`src/verilog/ifeb_pkg.sv`:
```
// Package of constants and types for the interrupt flag and enable bank.
package ifeb_pkg;
    localparam int ADDR_W = 16;
    localparam logic [15:0] PEND_OFFSET = 16'h4300;
    localparam logic [15:0] EN_OFFSET = 16'h4302;
    localparam logic [15:0] TRIG_OFFSET = 16'h4308;
    localparam logic [15:0] STAT_OFFSET = 16'h430A;
    localparam logic [15:0] MASK_OFFSET = 16'h430C;
    localparam logic [15:0] PEND_RESET = 16'h0000;
    localparam logic [15:0] EN_RESET = 16'h0000;
    localparam logic [7:0] TRIG_RESET = 8'h00;
    localparam logic [15:0] STAT_RESET = 16'h0000;
    localparam logic [15:0] MASK_RESET = 16'h0000;
    localparam int NUM_SRC = 16;
    localparam int LOW_SRC = 8;
    localparam int PORT1_BIT = 1;
    localparam int I2C_BIT = 15;
    localparam int BYTE_TIMER_BIT = 8;
    localparam int PWM_BIT = 7;
    localparam int PORT0_BIT = 0;
    // Wishbone request bundle.
    typedef struct packed {
        logic cyc;
        logic stb;
        logic we;
        logic [3:0] sel;
        logic [ADDR_W-1:0] adr;
        logic [31:0] dat;
    } ifeb_wb_req_t;
    // Bus acknowledge state.
    typedef enum logic [0:0] {
        IFEB_IDLE = 1'b0,
        IFEB_ACK = 1'b1
    } ifeb_bus_state_t;
endpackage

```
`src/verilog/ifeb_flag_cell.sv`:
```
// One pending flag with pulse or level trigger behaviour.
`timescale 1ns/1ns
`default_nettype none
module ifeb_flag_cell #(
    parameter bit CLEARABLE_LEVEL = 1'b0
) (
    input wire logic clk,
    input wire logic rst,
    input wire logic src_event,
    input wire logic level_mode,
    input wire logic clear_write,
    output logic flag
);
    logic flag_q;
    logic flag_d;

    // Set wins over clear; in level mode without CLEARABLE_LEVEL the flag tracks the request.
    always_comb begin
        if (level_mode && !CLEARABLE_LEVEL) begin
            flag_d = src_event; // RULE4
        end else if (src_event) begin
            flag_d = 1'b1;
        end else if (clear_write) begin
            flag_d = 1'b0; // RULE3
        end else begin
            flag_d = flag_q;
        end
    end

    // Flag storage, cleared at reset.
    always_ff @(posedge clk or posedge rst) begin
        if (rst) begin
            flag_q <= 1'b0; // RULE5
        end else begin
            flag_q <= flag_d;
        end
    end

    assign flag = flag_q;
endmodule
`default_nettype wire

```
`src/verilog/ifeb_bank.sv`:
```
// Interrupt pending flag and source enable register bank on classic Wishbone.
// Summary of operation
// (RULE1) Upper byte flags for eight internal sources, set by source, cleared writing one.
// (RULE2) Lower byte flags for PWM, LCD, voltage, slow timer, clock, stopwatch, ports.
// (RULE3) Pulse mode lower flags clear when one is written, zero leaves them.
// (RULE4) Level mode lower flags ignore writes and follow the request level.
// (RULE5) All pending flags reset to zero; one means the cause occurred.
// (RULE6) Enable register, same bit layout as flags, read/write, resets to zero.
// (RULE7) Per lower source trigger select: one level, zero pulse, zero at reset.
// (RULE8) Request to CPU when flag and enable both set; flags set regardless.
//
// Decided for this implementation: the Wishbone register port.
`timescale 1ns/1ns
`default_nettype none
module ifeb_bank (
    input wire logic CORE_CLK,
    input wire logic RST,
    input wire logic WB_CYC_I,
    input wire logic WB_STB_I,
    input wire logic WB_WE_I,
    input wire logic [3:0] WB_SEL_I,
    input wire logic [15:0] WB_ADR_I,
    input wire logic [31:0] WB_DAT_I,
    output logic [31:0] WB_DAT_O,
    output logic WB_ACK_O,
    input wire logic [15:0] SRC_REQ,
    output logic CPU_IRQ,
    output logic IRQ_O
);
    ifeb_pkg::ifeb_wb_req_t req;
    ifeb_pkg::ifeb_bus_state_t st_q, st_d;
    logic [15:0] pend;
    logic [15:0] en_q, en_d;
    logic [7:0] trig_q, trig_d;
    logic [15:0] stat_q, stat_d;
    logic [15:0] mask_q, mask_d;
    logic [15:0] pend_prev_q;
    logic [31:0] rdat_q, rdat_d;
    logic wr_lo, wr_hi, take;
    logic [15:0] wdata, wmask, pend_clr;

    assign req = '{cyc: WB_CYC_I, stb: WB_STB_I, we: WB_WE_I, sel: WB_SEL_I,
                   adr: WB_ADR_I, dat: WB_DAT_I};
    // A request is taken once, in the idle state; the ack follows one cycle later.
    assign take = req.cyc && req.stb && (st_q == ifeb_pkg::IFEB_IDLE);
    assign wr_lo = take && req.we && req.sel[0];
    assign wr_hi = take && req.we && req.sel[1];
    assign wdata = req.dat[15:0];
    assign wmask = {{8{wr_hi}}, {8{wr_lo}}};
    assign pend_clr = (req.adr == ifeb_pkg::PEND_OFFSET) ? (wdata & wmask) : 16'h0000;

    // Pending flags: upper byte always write-one clear, lower byte by trigger mode.
    genvar g;
    generate
        for (g = 0; g < ifeb_pkg::NUM_SRC; g++) begin : g_flag
            ifeb_flag_cell #(
                .CLEARABLE_LEVEL(g >= ifeb_pkg::LOW_SRC)
            ) u_cell (
                .clk(CORE_CLK),
                .rst(RST),
                .src_event(SRC_REQ[g]), // RULE1 RULE2
                .level_mode((g < ifeb_pkg::LOW_SRC) ? trig_q[g % 8] : 1'b0), // RULE7
                .clear_write(pend_clr[g]),
                .flag(pend[g])
            );
        end
    endgenerate

    // Register writes and read data; reads of unmapped offsets return zero.
    always_comb begin
        st_d = (take) ? ifeb_pkg::IFEB_ACK : ifeb_pkg::IFEB_IDLE;
        en_d = en_q;
        trig_d = trig_q;
        mask_d = mask_q;
        // New flag rises set sticky status; a write of one clears, set wins.
        stat_d = stat_q;
        if (req.adr == ifeb_pkg::STAT_OFFSET) begin
            stat_d = stat_q & ~(wdata & wmask);
        end
        stat_d = stat_d | (pend & ~pend_prev_q);
        rdat_d = rdat_q;
        if (take) begin
            rdat_d = 32'h0000_0000;
            unique case (req.adr)
                ifeb_pkg::PEND_OFFSET: rdat_d = {16'h0000, pend}; // RULE5
                ifeb_pkg::EN_OFFSET: rdat_d = {16'h0000, en_q};
                ifeb_pkg::TRIG_OFFSET: rdat_d = {24'h000000, trig_q};
                ifeb_pkg::STAT_OFFSET: rdat_d = {16'h0000, stat_q};
                ifeb_pkg::MASK_OFFSET: rdat_d = {16'h0000, mask_q};
                default: rdat_d = 32'h0000_0000;
            endcase
            if (req.adr == ifeb_pkg::EN_OFFSET) begin
                en_d = (en_q & ~wmask) | (wdata & wmask); // RULE6
            end
            if (req.adr == ifeb_pkg::TRIG_OFFSET && wr_lo) begin
                trig_d = wdata[7:0]; // RULE7
            end
            if (req.adr == ifeb_pkg::MASK_OFFSET) begin
                mask_d = (mask_q & ~wmask) | (wdata & wmask);
            end
        end
    end

    // Register storage.
    always_ff @(posedge CORE_CLK or posedge RST) begin
        if (RST) begin
            st_q <= ifeb_pkg::IFEB_IDLE;
            en_q <= ifeb_pkg::EN_RESET; // RULE6
            trig_q <= ifeb_pkg::TRIG_RESET; // RULE7
            stat_q <= ifeb_pkg::STAT_RESET;
            mask_q <= ifeb_pkg::MASK_RESET;
            pend_prev_q <= ifeb_pkg::PEND_RESET;
            rdat_q <= 32'h0000_0000;
        end else begin
            st_q <= st_d;
            en_q <= en_d;
            trig_q <= trig_d;
            stat_q <= stat_d;
            mask_q <= mask_d;
            pend_prev_q <= pend;
            rdat_q <= rdat_d;
        end
    end

    assign WB_ACK_O = (st_q == ifeb_pkg::IFEB_ACK);
    assign WB_DAT_O = rdat_q;
    // Request is a plain AND; flags keep setting while disabled.
    assign CPU_IRQ = |(pend & en_q); // RULE8
    assign IRQ_O = |(stat_q & mask_q);

    AST_ENABLE_WRITE: assert property (@(posedge CORE_CLK) disable iff (RST)
        take && req.we && req.adr == ifeb_pkg::EN_OFFSET && req.sel[1:0] == 2'b11
        |=> en_q == $past(wdata)) else $error("enable write lost"); // RULE6
    // The request must come through the flag cell, not only from the final AND.
    AST_IRQ_AND: assert property (@(posedge CORE_CLK) disable iff (RST)
        SRC_REQ[ifeb_pkg::I2C_BIT] && en_q[ifeb_pkg::I2C_BIT] && $stable(en_q)
        |=> CPU_IRQ) else $error("request mismatch"); // RULE8
    AST_UPPER_SET: assert property (@(posedge CORE_CLK) disable iff (RST)
        SRC_REQ[ifeb_pkg::I2C_BIT] |=> pend[ifeb_pkg::I2C_BIT])
        else $error("upper flag not set"); // RULE1
    AST_UPPER_CLR: assert property (@(posedge CORE_CLK) disable iff (RST)
        pend_clr[ifeb_pkg::BYTE_TIMER_BIT] && !SRC_REQ[ifeb_pkg::BYTE_TIMER_BIT]
        |=> !pend[ifeb_pkg::BYTE_TIMER_BIT]) else $error("upper clear failed"); // RULE1
    AST_LOW_SET: assert property (@(posedge CORE_CLK) disable iff (RST)
        SRC_REQ[ifeb_pkg::PWM_BIT] |=> pend[ifeb_pkg::PWM_BIT])
        else $error("lower flag not set"); // RULE2
    AST_PULSE_CLR: assert property (@(posedge CORE_CLK) disable iff (RST)
        pend_clr[ifeb_pkg::PORT0_BIT] && !trig_q[ifeb_pkg::PORT0_BIT]
        && !SRC_REQ[ifeb_pkg::PORT0_BIT] |=> !pend[ifeb_pkg::PORT0_BIT])
        else $error("pulse clear failed"); // RULE3
    AST_LEVEL_FOLLOW: assert property (@(posedge CORE_CLK) disable iff (RST)
        trig_q[ifeb_pkg::PORT1_BIT] && $stable(trig_q)
        |-> pend[ifeb_pkg::PORT1_BIT] == $past(SRC_REQ[ifeb_pkg::PORT1_BIT]))
        else $error("level flag not following"); // RULE4
    AST_NO_ZERO_CLR: assert property (@(posedge CORE_CLK) disable iff (RST)
        pend[ifeb_pkg::I2C_BIT] && !pend_clr[ifeb_pkg::I2C_BIT]
        |=> pend[ifeb_pkg::I2C_BIT]) else $error("flag lost without clear"); // RULE5
    AST_TRIG_WRITE: assert property (@(posedge CORE_CLK) disable iff (RST)
        wr_lo && req.adr == ifeb_pkg::TRIG_OFFSET |=> trig_q == $past(wdata[7:0]))
        else $error("trigger select write lost"); // RULE7
endmodule
`default_nettype wire

```
`config.mk`:
```
export PLATFORM = sky130hd
export DESIGN_NAME = ifeb_bank
export DESIGN_NICKNAME = d
export VERILOG_FILES = /design/src/verilog/ifeb_pkg.sv /design/src/verilog/ifeb_flag_cell.sv /design/src/verilog/ifeb_bank.sv
export SDC_FILE = /design/constraint.sdc
export NUM_CORES = 1
export LEC_CHECK = 0
export ABC_AREA = 1
export BUFFER_PORTS_ARGS = -buffer_cell sky130_fd_sc_hd__buf_2
export CAP_MARGIN = 20
export CORE_MARGIN = 5
export CORE_UTILIZATION = 59
export CTS_CLUSTER_SIZE = 30
export DETAILED_ROUTE_END_ITERATION = 10
export GPL_TIMING_DRIVEN = 0
export PLACE_DENSITY = 0.85
export SLEW_MARGIN = 0
export SYNTH_ARGS = -nofsm -noshare
export SYNTH_HDL_FRONTEND = slang
export SYNTH_HIERARCHICAL = 1
export SYNTH_SLANG_ARGS = --single-unit
```
`constraint.sdc`:
```
create_clock -name CORE_CLK -period 6.85 [get_ports CORE_CLK]
set_input_delay 0.685 -clock CORE_CLK [delete_from_list [all_inputs] [get_ports CORE_CLK]]
set_output_delay 0.685 -clock CORE_CLK [all_outputs]
set_load 0.01 [all_outputs]
```
==> results of run 1 <==
## through the flow
stage / area [sq um] / std cells / utilization
after floorplan: 5340 / 674 / -
after global placement: 5840 / 855 / 0.670
after detailed placement: 5870 / 856 / 0.673
after CTS: 6070 / 872 / 0.696
after global routing: 6070 / 872 / 0.696
final: 6070 / 872 / 0.696
## worst paths after layout
kind                                       start                     to  slack (ns)  depth (start not counted)
setup / recovery           g_flag[4].u_cell/flag                CPU_IRQ        4.49                          5
hold / removal                               RST  g_flag[6].u_cell/flag        0.32                          2
setup reg to reg                        WB_ACK_O              flip-flop        4.81                          8
hold reg to reg                   pend_prev_q[7]              stat_q[7]        0.42                          1
max in group asynchronous                    RST           WB_DAT_O[14]        5.72                          3
min in group CORE_CLK             pend_prev_q[7]              stat_q[7]        0.42                          1
## kinds of logic after synthesis
family | share of synthesized area
AO/OA/AOI/OAI | 0.0933
other | 0.000710
buffers and inverters | 0.124
AND/OR/NAND/NOR | 0.285
flip-flops | 0.497
## metal layers
layer  track usage  up-vias
li1              -     2270
met1         0.371     2263
met2         0.401      264
met3        0.0635       41
met4        0.0868        0
met5             0        -
## layout make-up
class,count,area [sq um]
sequential,105,2630
buffer,38,256
clock inverter,5,61.3
fill,713,2650
clock buffer,11,141
tap,108,135
inverter,106,400
multi-input combinational,425,2060
timing repair buffer,74,393
## cell usage after synthesis
cell | number | share of area
a21oi_1 | 4 | 0.0038
a221oi_1 | 3 | 0.0050
a22o_1 | 3 | 0.0050
and2_2 | 1 | 0.0014
buf_2 | 10 | 0.0095
buf_4 | 17 | 0.024
buf_6 | 5 | 0.011
clkbuf_1 | 6 | 0.0043
conb_1 | 1 | 0.00071
dfrtp_1 | 105 | 0.50
inv_1 | 106 | 0.075
nand2_1 | 149 | 0.11
nand2_2 | 9 | 0.011
nand2_4 | 2 | 0.0043
nand3_1 | 73 | 0.069
nand3_2 | 1 | 0.0019
nand4_1 | 28 | 0.033
nor2_1 | 50 | 0.036
nor2_2 | 7 | 0.0083
nor2_4 | 4 | 0.0085
nor3_1 | 1 | 0.00095
nor3b_1 | 1 | 0.0014
nor3b_4 | 1 | 0.0036
o21ai_0 | 39 | 0.037
o21ai_1 | 17 | 0.016
o21ai_2 | 16 | 0.027
## power breakdown
| part | internal, mW | switching [mW] |
|---|---|---|
| registers | 0.627 | 0.00431 |
| logic | 0.0345 | 0.0572 |
| clock network | 0.182 | 0.220 |
| total | 0.843 | 0.281 |
==> out/qor_table.md, run 1 <==
| Metric | This run |
| --- | --- |
| Nets | 832 |
| Starting density of the core | 0.606 |
| Final global-route overflow total | 0 |
| N_diodes | 0 |
| Buf/Inv on CP | 1 |
| Post-cts sizing count | 0 |
| Number of global-route vias before repair | 4608 |
| Source-to-sink clock delay at the later pin of the worst-skew pair | 0.38 ns |
| Number of slew-limit violations in the final report | 0 |
| Fraction of layout instances using a drive strength above 1 | 0.213 |
| Cell count after synthesis | 659 |
| Cell family with the largest share of critical-path delay | flip-flops |
| Endpoint type of the worst setup path | output port |
| Synthesized area per cell | 8.02 sq um |
| Worst clock skew on the final layout | 0.0148 ns |
| Total negative slack for setup checks | 0 ns |
| Worst-case vdd ir drop | 140 uV |
| Final HPWL DP | 10.3 mm |
| Total Power Consumption | 1.12 mW |
| Period minus WS final | 2.36 ns |
| Routed wire length on met3 | 1.54 mm |
| Max frequency | 0.423 GHz |
| Maximum number of pins on one net before global-route repair | 60 |
| Global-route wire length before repair | 23.3 mm |
| Y dimension of the die | 105 microns |
| CTS tree | done |
| Area of the core | 8720 sq um |
| Worst Max-Slew Pin Slew | 0.663 ns |
| Number of antenna-violating nets in the routed design | 0 |
| Number of H-tree branching levels | 3 |
| Total Die Area | 10900 sq um |
| CTS Buffer Depth | 2 |
| Site row count | 34 |
| Clock-pin transition on the worst setup and hold timing paths | 0.11 ns |
| Top layer used by detailed routing | met4 |
| Required arrival time at the worst endpoint | 6.16 ns |
| Power density relative to cell area | 185 nW/um^2 |
| Worst min path class | input pin to async pin |
| Worst Setup Start Kind | flip-flop |
| Final worst-path setup slack | 4.49 ns |
| Setup repair after global routing missed its margin | no |
| Count of hold buffers inserted by post-cts repair | 0 |
| Critical path data arrival time | 1.68 ns |
| Per-cell via count in the routed design | 5.55 |
| Antenna violations before repair | 0 |
| Most frequent cells in the layout | nand2_1, dfrtp_1, inv_1, buf_2, nand3_1 |
| I/O pin count | 108 |
| Final WL | 14.3 mm |
| Max_cap viols | 0 |
| Lkg Pwr | 3.14 nW |
| Vias | 4838 |
| List of cells traversed by the critical path | nand2_1 > nand2_1 > a221oi_1 > nand4_1 > buf_2 |
| Gpl congestion | 0.938 |
| Cell occurring most often along the worst timing path | nand2_1 |
| Worst Setup Path Type | flip-flop to output port |
| Run status | completed |
| Yosys cell types | 26 |
| Maximum cell stage delay along the critical path | 0.45 ns |
| Number of buffers created by CTS | 9 |
| CP Max Fanout | 5 |
| Final setup viols | 0 |
| Slowest cell on the critical path | dfrtp_1 |
| Remaining max-slew budget at the tightest pin | 0.557 |
| DRC violations left | 0 |
| Post-synthesis sequential element count | 105 |
| Post-CTS setup repair buffer count | 0 |
| Post-placement setup slack | 4.21 ns |
| Wire length on met1 | 5.89 mm |
| Clock root buffer | clkbuf_8 |
| Wirelength per Cell | 16.4 microns |
| Number of port buffers | 73 |
| Crit share post-route | 0.345 |
| Netlist area before placement | 5280 sq um |
| Chip Width | 105 microns |
| Clock sink total | 105 |
| Sequential cell area fraction in the yosys report | 0.497 |
| Total routing resource utilization after global routing | 0.262 |
| P&R area growth vs syn | 14.9% |
| Final count of hold timing violations | 0 |
| Yosys warns | 6 |
| DRT Pass-1 Iters | 7 |
| Routed wire length on met2 | 6.52 mm |
| Initial DRC Count | 552 |
| Commonest non-fill, non-tap cell in the layout | nand2_1 |
| Worst slack on hold paths | 0.321 ns |
(Power assumes the default switching activity.)
==> run 2: changes to the inputs <==
--- a/config.mk
+++ b/config.mk
@@ -9,11 +9,11 @@
 export BUFFER_PORTS_ARGS = -buffer_cell sky130_fd_sc_hd__buf_2
 export CAP_MARGIN = 20
 export CORE_MARGIN = 5
-export CORE_UTILIZATION = 59
+export CORE_UTILIZATION = 55
 export CTS_CLUSTER_SIZE = 30
 export DETAILED_ROUTE_END_ITERATION = 10
 export GPL_TIMING_DRIVEN = 0
-export PLACE_DENSITY = 0.85
+export PLACE_DENSITY = 0.8
 export SLEW_MARGIN = 0
 export SYNTH_ARGS = -nofsm -noshare
 export SYNTH_HDL_FRONTEND = slang
==> constraint.sdc (replaced) <==
create_clock -name CORE_CLK -period 2.3 [get_ports CORE_CLK]
set_input_delay 0.23 -clock CORE_CLK [delete_from_list [all_inputs] [get_ports CORE_CLK]]
set_output_delay 0.23 -clock CORE_CLK [all_outputs]
set_load 0.01 [all_outputs]
==> out/qor_table.md, run 2 (same netlist as run 1, synthesis figures left out) <==
| Metric | This run | Delta |
| --- | --- | --- |
| Number of slew-limit violations in the final report | 0 | unchanged |
| CTS tree | done | unchanged |
| Total Die Area | 11700 sq um | was 10900 sq um |
| Total negative slack for setup checks | 0 ns | unchanged |
| Area of the core | 9280 sq um | was 8720 sq um |
| Final standard cell area without fillers | 6160 sq um | was 6070 sq um |
| Clock-pin transition on the worst setup and hold timing paths | 0.10 ns | was 0.11 ns |
| Lkg Pwr | 3.16 nW | was 3.14 nW |
| Nets | 834 | was 832 |
| Maximum number of pins on one net before global-route repair | 43 | was 60 |
| Site row count | 35 | was 34 |
| Final global-route overflow total | 0 | unchanged |
| Global-route wire length before repair | 22.7 mm | was 23.3 mm |
| Y dimension of the die | 108 microns | was 105 microns |
| I/O pin count | 108 | unchanged |
| Worst Setup Start Kind | flip-flop | unchanged |
| Initial DRC Count | 515 | was 552 |
| Remaining max-slew budget at the tightest pin | 0.541 | was 0.557 |
| Worst-case vdd ir drop | 397 uV | was 140 uV |
| CP Max Fanout | 10 | was 5 |
| Top layer used by detailed routing | met4 | unchanged |
| Max frequency | 0.518 GHz |  |
| Wirelength per Cell | 15.9 microns | was 16.4 microns |
| Wire length on met1 | 6.03 mm | was 5.89 mm |
| Period minus WS final | 1.93 ns |  |
| Number of port buffers | 73 | unchanged |
| P&R area growth vs syn | 16.5% | was 14.9% |
| Number of H-tree branching levels | 3 | unchanged |
| Crit share post-route | 0.839 |  |
| DRC violations left | 0 | unchanged |
| Placed cell areas | 5910 sq um | was 5870 sq um |
| Per-cell via count in the routed design | 5.25 | was 5.55 |
| Max_cap viols | 0 | unchanged |
| Final setup viols | 0 | unchanged |
| Antenna violations before repair | 0 | unchanged |
| Vias | 4695 | was 4838 |
| Starting density of the core | 0.569 | was 0.606 |
| Chip Width | 108 microns | was 105 microns |
| Commonest non-fill, non-tap cell in the layout | nand2_1 | unchanged |
| Final WL | 14.3 mm | about the same |
| Routed wire length on met2 | 6.26 mm | was 6.52 mm |
| Number of buffers created by CTS | 9 | unchanged |
| Most frequent cells in the layout | nand2_1, dfrtp_1, inv_1, buf_2, nand3_1 | unchanged |
| Setup repair after global routing missed its margin | no | unchanged |
| Worst Hold Path Cells | 3 |  |
| Gpl congestion | 0.915 | was 0.938 |
| Number of antenna-violating nets in the routed design | 0 | unchanged |
| Fraction of layout instances using a drive strength above 1 | 0.215 | was 0.213 |
| Number of global-route vias before repair | 4428 | was 4608 |
| Final HPWL DP | 10.4 mm | was 10.3 mm |
| Worst Max-Slew Pin Slew | 0.688 ns | was 0.663 ns |
| N_diodes | 0 | unchanged |
| Routed wire length on met3 | 1.52 mm | was 1.54 mm |
| DRT Pass-1 Iters | 5 | was 7 |
| CTS Buffer Depth | 2 | unchanged |
| Run status | completed | unchanged |
| Endpoint type of the worst setup path | flip-flop | was output port |
| Worst Reg-to-Reg Cells | 8 | unchanged |
| Post-cts sizing count | 0 | unchanged |
| Power density relative to cell area | 564 nW/um^2 | was 185 nW/um^2 |
| Final count of hold timing violations | 0 | unchanged |
| Clock root buffer | clkbuf_8 | unchanged |
| Source-to-sink clock delay at the later pin of the worst-skew pair | 0.37 ns | was 0.38 ns |
| Worst min path class | input pin to flip-flop | was input pin to async pin |
| Worst Setup Path Type | flip-flop to flip-flop | was flip-flop to output port |
| Total routing resource utilization after global routing | 0.254 | was 0.262 |
| Critical path data arrival time | 2.19 ns | was 1.68 ns |
| Clock sink total | 105 | unchanged |
| Worst clock skew on the final layout | 0.00912 ns | was 0.0148 ns |
| Required arrival time at the worst endpoint | 2.56 ns | was 6.16 ns |
==> run 2: changes by cell type in the layout (fill, tap and decap cells not counted) <==
cell and delta:
buf_12 +2, clkinvlp_4 +2, buf_16 -1, bufinv_16 +1, clkbuf_1 -1, clkbuf_8 +1
clkinv_2 -1, dlygate4sd3_1 +1, inv_4 -1, inv_6 -1
==> run 2: repair_timing <==
| item | CTS | global route |
|---|---|---|
| endpoints found under the setup margin | 0 | 0 |
| endpoints found under the hold margin | 16 | 0 |
| buffers inserted | 0 | 0 |
| hold buffers | 1 | 0 |
==> run 2: per-layer routing <==
layer | vias up | track usage
met5 | - | 0
met4 | 0 | 0.0965
met3 | 36 | 0.0472
met2 | 269 | 0.388
met1 | 2119 | 0.362
li1 | 2271 | -
==> run 2: layout make-up <==
cell class | count | area, sq um
Clock inverter | 5 | 85.1
Multi-Input combinational cell | 425 | 2060
Clock buffer | 11 | 151
Inverter | 106 | 402
Tap cell | 129 | 161
Timing Repair Buffer | 76 | 415
Buffer | 38 | 256
Fill cell | 800 | 3130
Sequential cell | 105 | 2630
==> run 2: critical path: stages, from the launching register on <==
cell and delay [ns]:
dfrtp_1 0.40, nor2_2 0.12, nand2_2 0.07, nor3b_1 0.36
buf_2 0.37, nand2_2 0.21, buf_6 0.20, nand2_1 0.06
o21ai_1 0.06
==> run 2: report_power, final <==
part	switching, mW	leakage [nW]	total [mW]	internal [mW]
combinational	0.171	1.84	0.276	0.106
sequential	0.0133	1.20	1.88	1.87
clock	0.638	0.116	1.32	0.679
total	0.822	3.16	3.47	2.65
==> run 2: path summary, 6_finish.rpt <==
kind                                start                    end  slack [ns]
setup / recovery                 WB_ACK_O              flip-flop        0.37
hold / removal                 SRC_REQ[8]  g_flag[8].u_cell/flag        0.03
setup reg to reg                 WB_ACK_O              flip-flop        0.37
hold reg to reg            pend_prev_q[2]              stat_q[2]        0.43
max in group asynchronous             RST            WB_DAT_O[4]        1.25
min in group asynchronous             RST  g_flag[2].u_cell/flag        0.43
==> run 2: stage by stage <==
step / setup WS, ns / power [mW] / std cells / util / hold slack (ns)
floorplan: 0.696 / 2.07 / 674 / - / -0.0413
global placement: 0.166 / 2.18 / 876 / 0.632 / 0.288
detailed placement: 0.0959 / 2.19 / 878 / 0.637 / 0.295
CTS: 0.356 / 3.51 / 895 / 0.663 / 0.0213
global route: 0.235 / 3.60 / 895 / 0.663 / 0.0322
finish: 0.370 / 3.47 / 895 / 0.663 / 0.0342
==> run 3: changes to the inputs <==
==> constraint.sdc (replaced) <==
create_clock -name CORE_CLK -period 1.8 [get_ports CORE_CLK]
set_input_delay 0.18 -clock CORE_CLK [delete_from_list [all_inputs] [get_ports CORE_CLK]]
set_output_delay 0.18 -clock CORE_CLK [all_outputs]
set_load 0.01 [all_outputs]
==> out/qor_table.md, run 3 (same netlist as run 1, synthesis figures left out) <==
| Metric | This run | Delta |
| --- | --- | --- |
| Required arrival time at the worst endpoint | 2.06 ns | was 2.56 ns |
| N_diodes | 0 | unchanged |
| Fraction of layout instances using a drive strength above 1 | 0.228 | was 0.215 |
| Y dimension of the die | 108 microns | unchanged |
| Max_cap viols | 0 | unchanged |
| Final HPWL DP | 10.4 mm | unchanged |
| Fraction of power consumed by the clock network | 0.378 | was 0.379 |
| CTS tree | done | unchanged |
| Clock root buffer | clkbuf_8 | unchanged |
| Startpoint of the lowest-slack hold path | WB_DAT_I[3] | was SRC_REQ[8] |
| Combinational fraction of design power | 0.086 | was 0.080 |
| Source-to-sink clock delay at the later pin of the worst-skew pair | 0.37 ns | about the same |
| Worst setup path startpoint | WB_ACK_O | unchanged |
| Total Die Area | 11700 sq um | unchanged |
| Total negative slack for setup checks | 0 ns | unchanged |
| Wirelength per Cell | 16.0 microns | was 15.9 microns |
| Worst Max-Slew Pin Slew | 0.499 ns | was 0.688 ns |
| Maximum number of pins on one net before global-route repair | 43 | unchanged |
| Slowest cell on the critical path | dfrtp_1 | unchanged |
| Net switching power | 1.07 mW | was 822 uW |
| Antenna violations before repair | 0 | unchanged |
| Site row count | 35 | unchanged |
| Setup repair after global routing missed its margin | yes | was no |
| Cell occurring most often along the worst timing path | nand2_2 | unchanged |
| Fillcell total | 758 | was 800 |
| Initial DRC Count | 494 | was 515 |
| Top layer used by detailed routing | met4 | unchanged |
| DRT Pass-1 Iters | 6 | was 5 |
| Maximum cell stage delay along the critical path | 0.40 ns | about the same |
| Start of the worst register-to-register path | WB_ACK_O | unchanged |
| Worst-case vdd ir drop | 513 uV | was 397 uV |
| Buf/Inv on CP | 2 | unchanged |
| Number of port buffers | 73 | unchanged |
| Nets | 857 | was 834 |
| Clock sink total | 105 | unchanged |
| Final global-route overflow total | 0 | unchanged |
| Critical path data arrival time | 1.98 ns | was 2.19 ns |
| Per-cell via count in the routed design | 5.25 | about the same |
| Lkg Pwr | 3.27 nW | was 3.16 nW |
| Remaining max-slew budget at the tightest pin | 0.667 | was 0.541 |
| Cell family with the largest share of critical-path delay | simple AND/OR/NAND/NOR gates | unchanged |
| Starting density of the core | 0.569 | unchanged |
| Area of the core | 9280 sq um | unchanged |
| Internal Dissipation | 3.41 mW | was 2.65 mW |
| Switching share of total power | 0.238 | was 0.237 |
| Routed wire length on met2 | 6.40 mm | was 6.26 mm |
| DRC violations left | 0 | unchanged |
| Number of global-route vias before repair | 4534 | was 4428 |
| Chip Width | 108 microns | unchanged |
| Most frequent cells in the layout | nand2_1, inv_1, dfrtp_1, buf_2, nand3_1 | was nand2_1, dfrtp_1, inv_1, buf_2, nand3_1 |
| Total Power Consumption | 4.48 mW | was 3.47 mW |
| Period minus WS final | 1.72 ns | was 1.93 ns |
| Endpoint type of the worst setup path | flip-flop | unchanged |
| Worst min path class | input pin to flip-flop | unchanged |
| Max frequency | 0.582 GHz | was 0.518 GHz |
| Commonest non-fill, non-tap cell in the layout | nand2_1 | unchanged |
| Total routing resource utilization after global routing | 0.261 | was 0.254 |
| Worst clock skew on the final layout | 0.00794 ns | was 0.00912 ns |
| Clock-pin transition on the worst setup and hold timing paths | 0.10 ns | about the same |
| Routed wire length on met3 | 1.50 mm | was 1.52 mm |
| CTS Buffer Depth | 2 | unchanged |
| Final WL | 14.7 mm | was 14.3 mm |
| Worst Setup Start Kind | flip-flop | unchanged |
| CP Max Fanout | 10 | unchanged |
| Gpl congestion | 0.915 | unchanged |
| Worst Setup Path Type | flip-flop to flip-flop | unchanged |
| I/O pin count | 108 | unchanged |
| Power density relative to cell area | 699 nW/um^2 | was 564 nW/um^2 |
| Number of antenna-violating nets in the routed design | 0 | unchanged |
| Wire length on met1 | 6.25 mm | was 6.03 mm |
| Power share of the sequential group | 0.536 | was 0.541 |
| Global-route wire length before repair | 23.4 mm | was 22.7 mm |
| Final count of hold timing violations | 0 | unchanged |
| Final setup viols | 0 | unchanged |
| Crit share post-route | 0.954 | was 0.839 |
| P&R area growth vs syn | 21.4% | was 16.5% |
| Vias | 4819 | was 4695 |
| Run status | completed | unchanged |
| Number of H-tree branching levels | 3 | unchanged |
| List of cells traversed by the critical path | nor2_2 > nand2_2 > nor3b_2 > buf_4 > nand2_2 > buf_6 > nand2_1 > o21ai_1 | was nor2_2 > nand2_2 > nor3b_1 > buf_2 > nand2_2 > buf_6 > nand2_1 > o21ai_1 |
| Number of buffers created by CTS | 9 | unchanged |
| Number of slew-limit violations in the final report | 0 | unchanged |
[run 3: metal layers]
layer,global-route usage,vias up
li1,-,2319
met1,0.368,2187
met2,0.402,272
met3,0.0472,41
met4,0.104,0
met5,0,-
[run 3: worst min-delay path: cells and delay by family]
kind | cells | cell delay (ns)
compound gates | 1 | 0.07
buf+inv | 2 | 0.18
[run 3: repair_timing]
action,CTS,global route
pin swaps,1,1
buffers inserted,1,6
resized for setup,3,8
endpoints found under the hold margin,39,0
setup endpoints to repair,46,28
hold buffers,17,0
[run 3: final timing paths]
check                                         to  slack [ns]  cells after the start
hold reg to reg                        stat_q[2]        0.43                      1
max in group asynchronous            WB_DAT_O[4]        0.79                      4
setup / recovery                       flip-flop        0.08                      8
hold / removal                         flip-flop        0.09                      3
setup reg to reg                       flip-flop        0.08                      8
min in group asynchronous  g_flag[1].u_cell/flag        0.39                      3
[run 3: layout make-up]
type | count | area (sq um) | share of cell area
inverter | 106 | 402 | 0.0626
clock inverter | 5 | 85.1 | 0.0133
tap | 129 | 161 | 0.0252
timing repair buffer | 99 | 641 | 0.0999
sequential | 105 | 2630 | 0.410
clock buffer | 11 | 151 | 0.0236
buffer | 38 | 262 | 0.0408
multi-input combinational | 425 | 2080 | 0.324
[run 3: power by group through the flow]
stage	clock, mW	combinational [mW]	sequential, mW
floorplan	0	0.184	2.46
global placement	0	0.334	2.45
detailed placement	0	0.353	2.45
CTS	1.73	0.386	2.40
global route	1.80	0.433	2.41
finish	1.69	0.385	2.40
[run 3: metrics by stage]
stage,instance area [sq um],setup WS (ns),hold slack (ns),util,instances
CTS,6350,0.0277,0.0738,0.684,912
floorplan,5340,0.196,-0.0913,-,674
global route,6410,-0.0766,0.0894,0.691,918
global placement,5870,-0.284,0.238,0.632,876
detailed placement,5910,-0.354,0.245,0.637,878
finish,6410,0.0826,0.0922,0.691,918
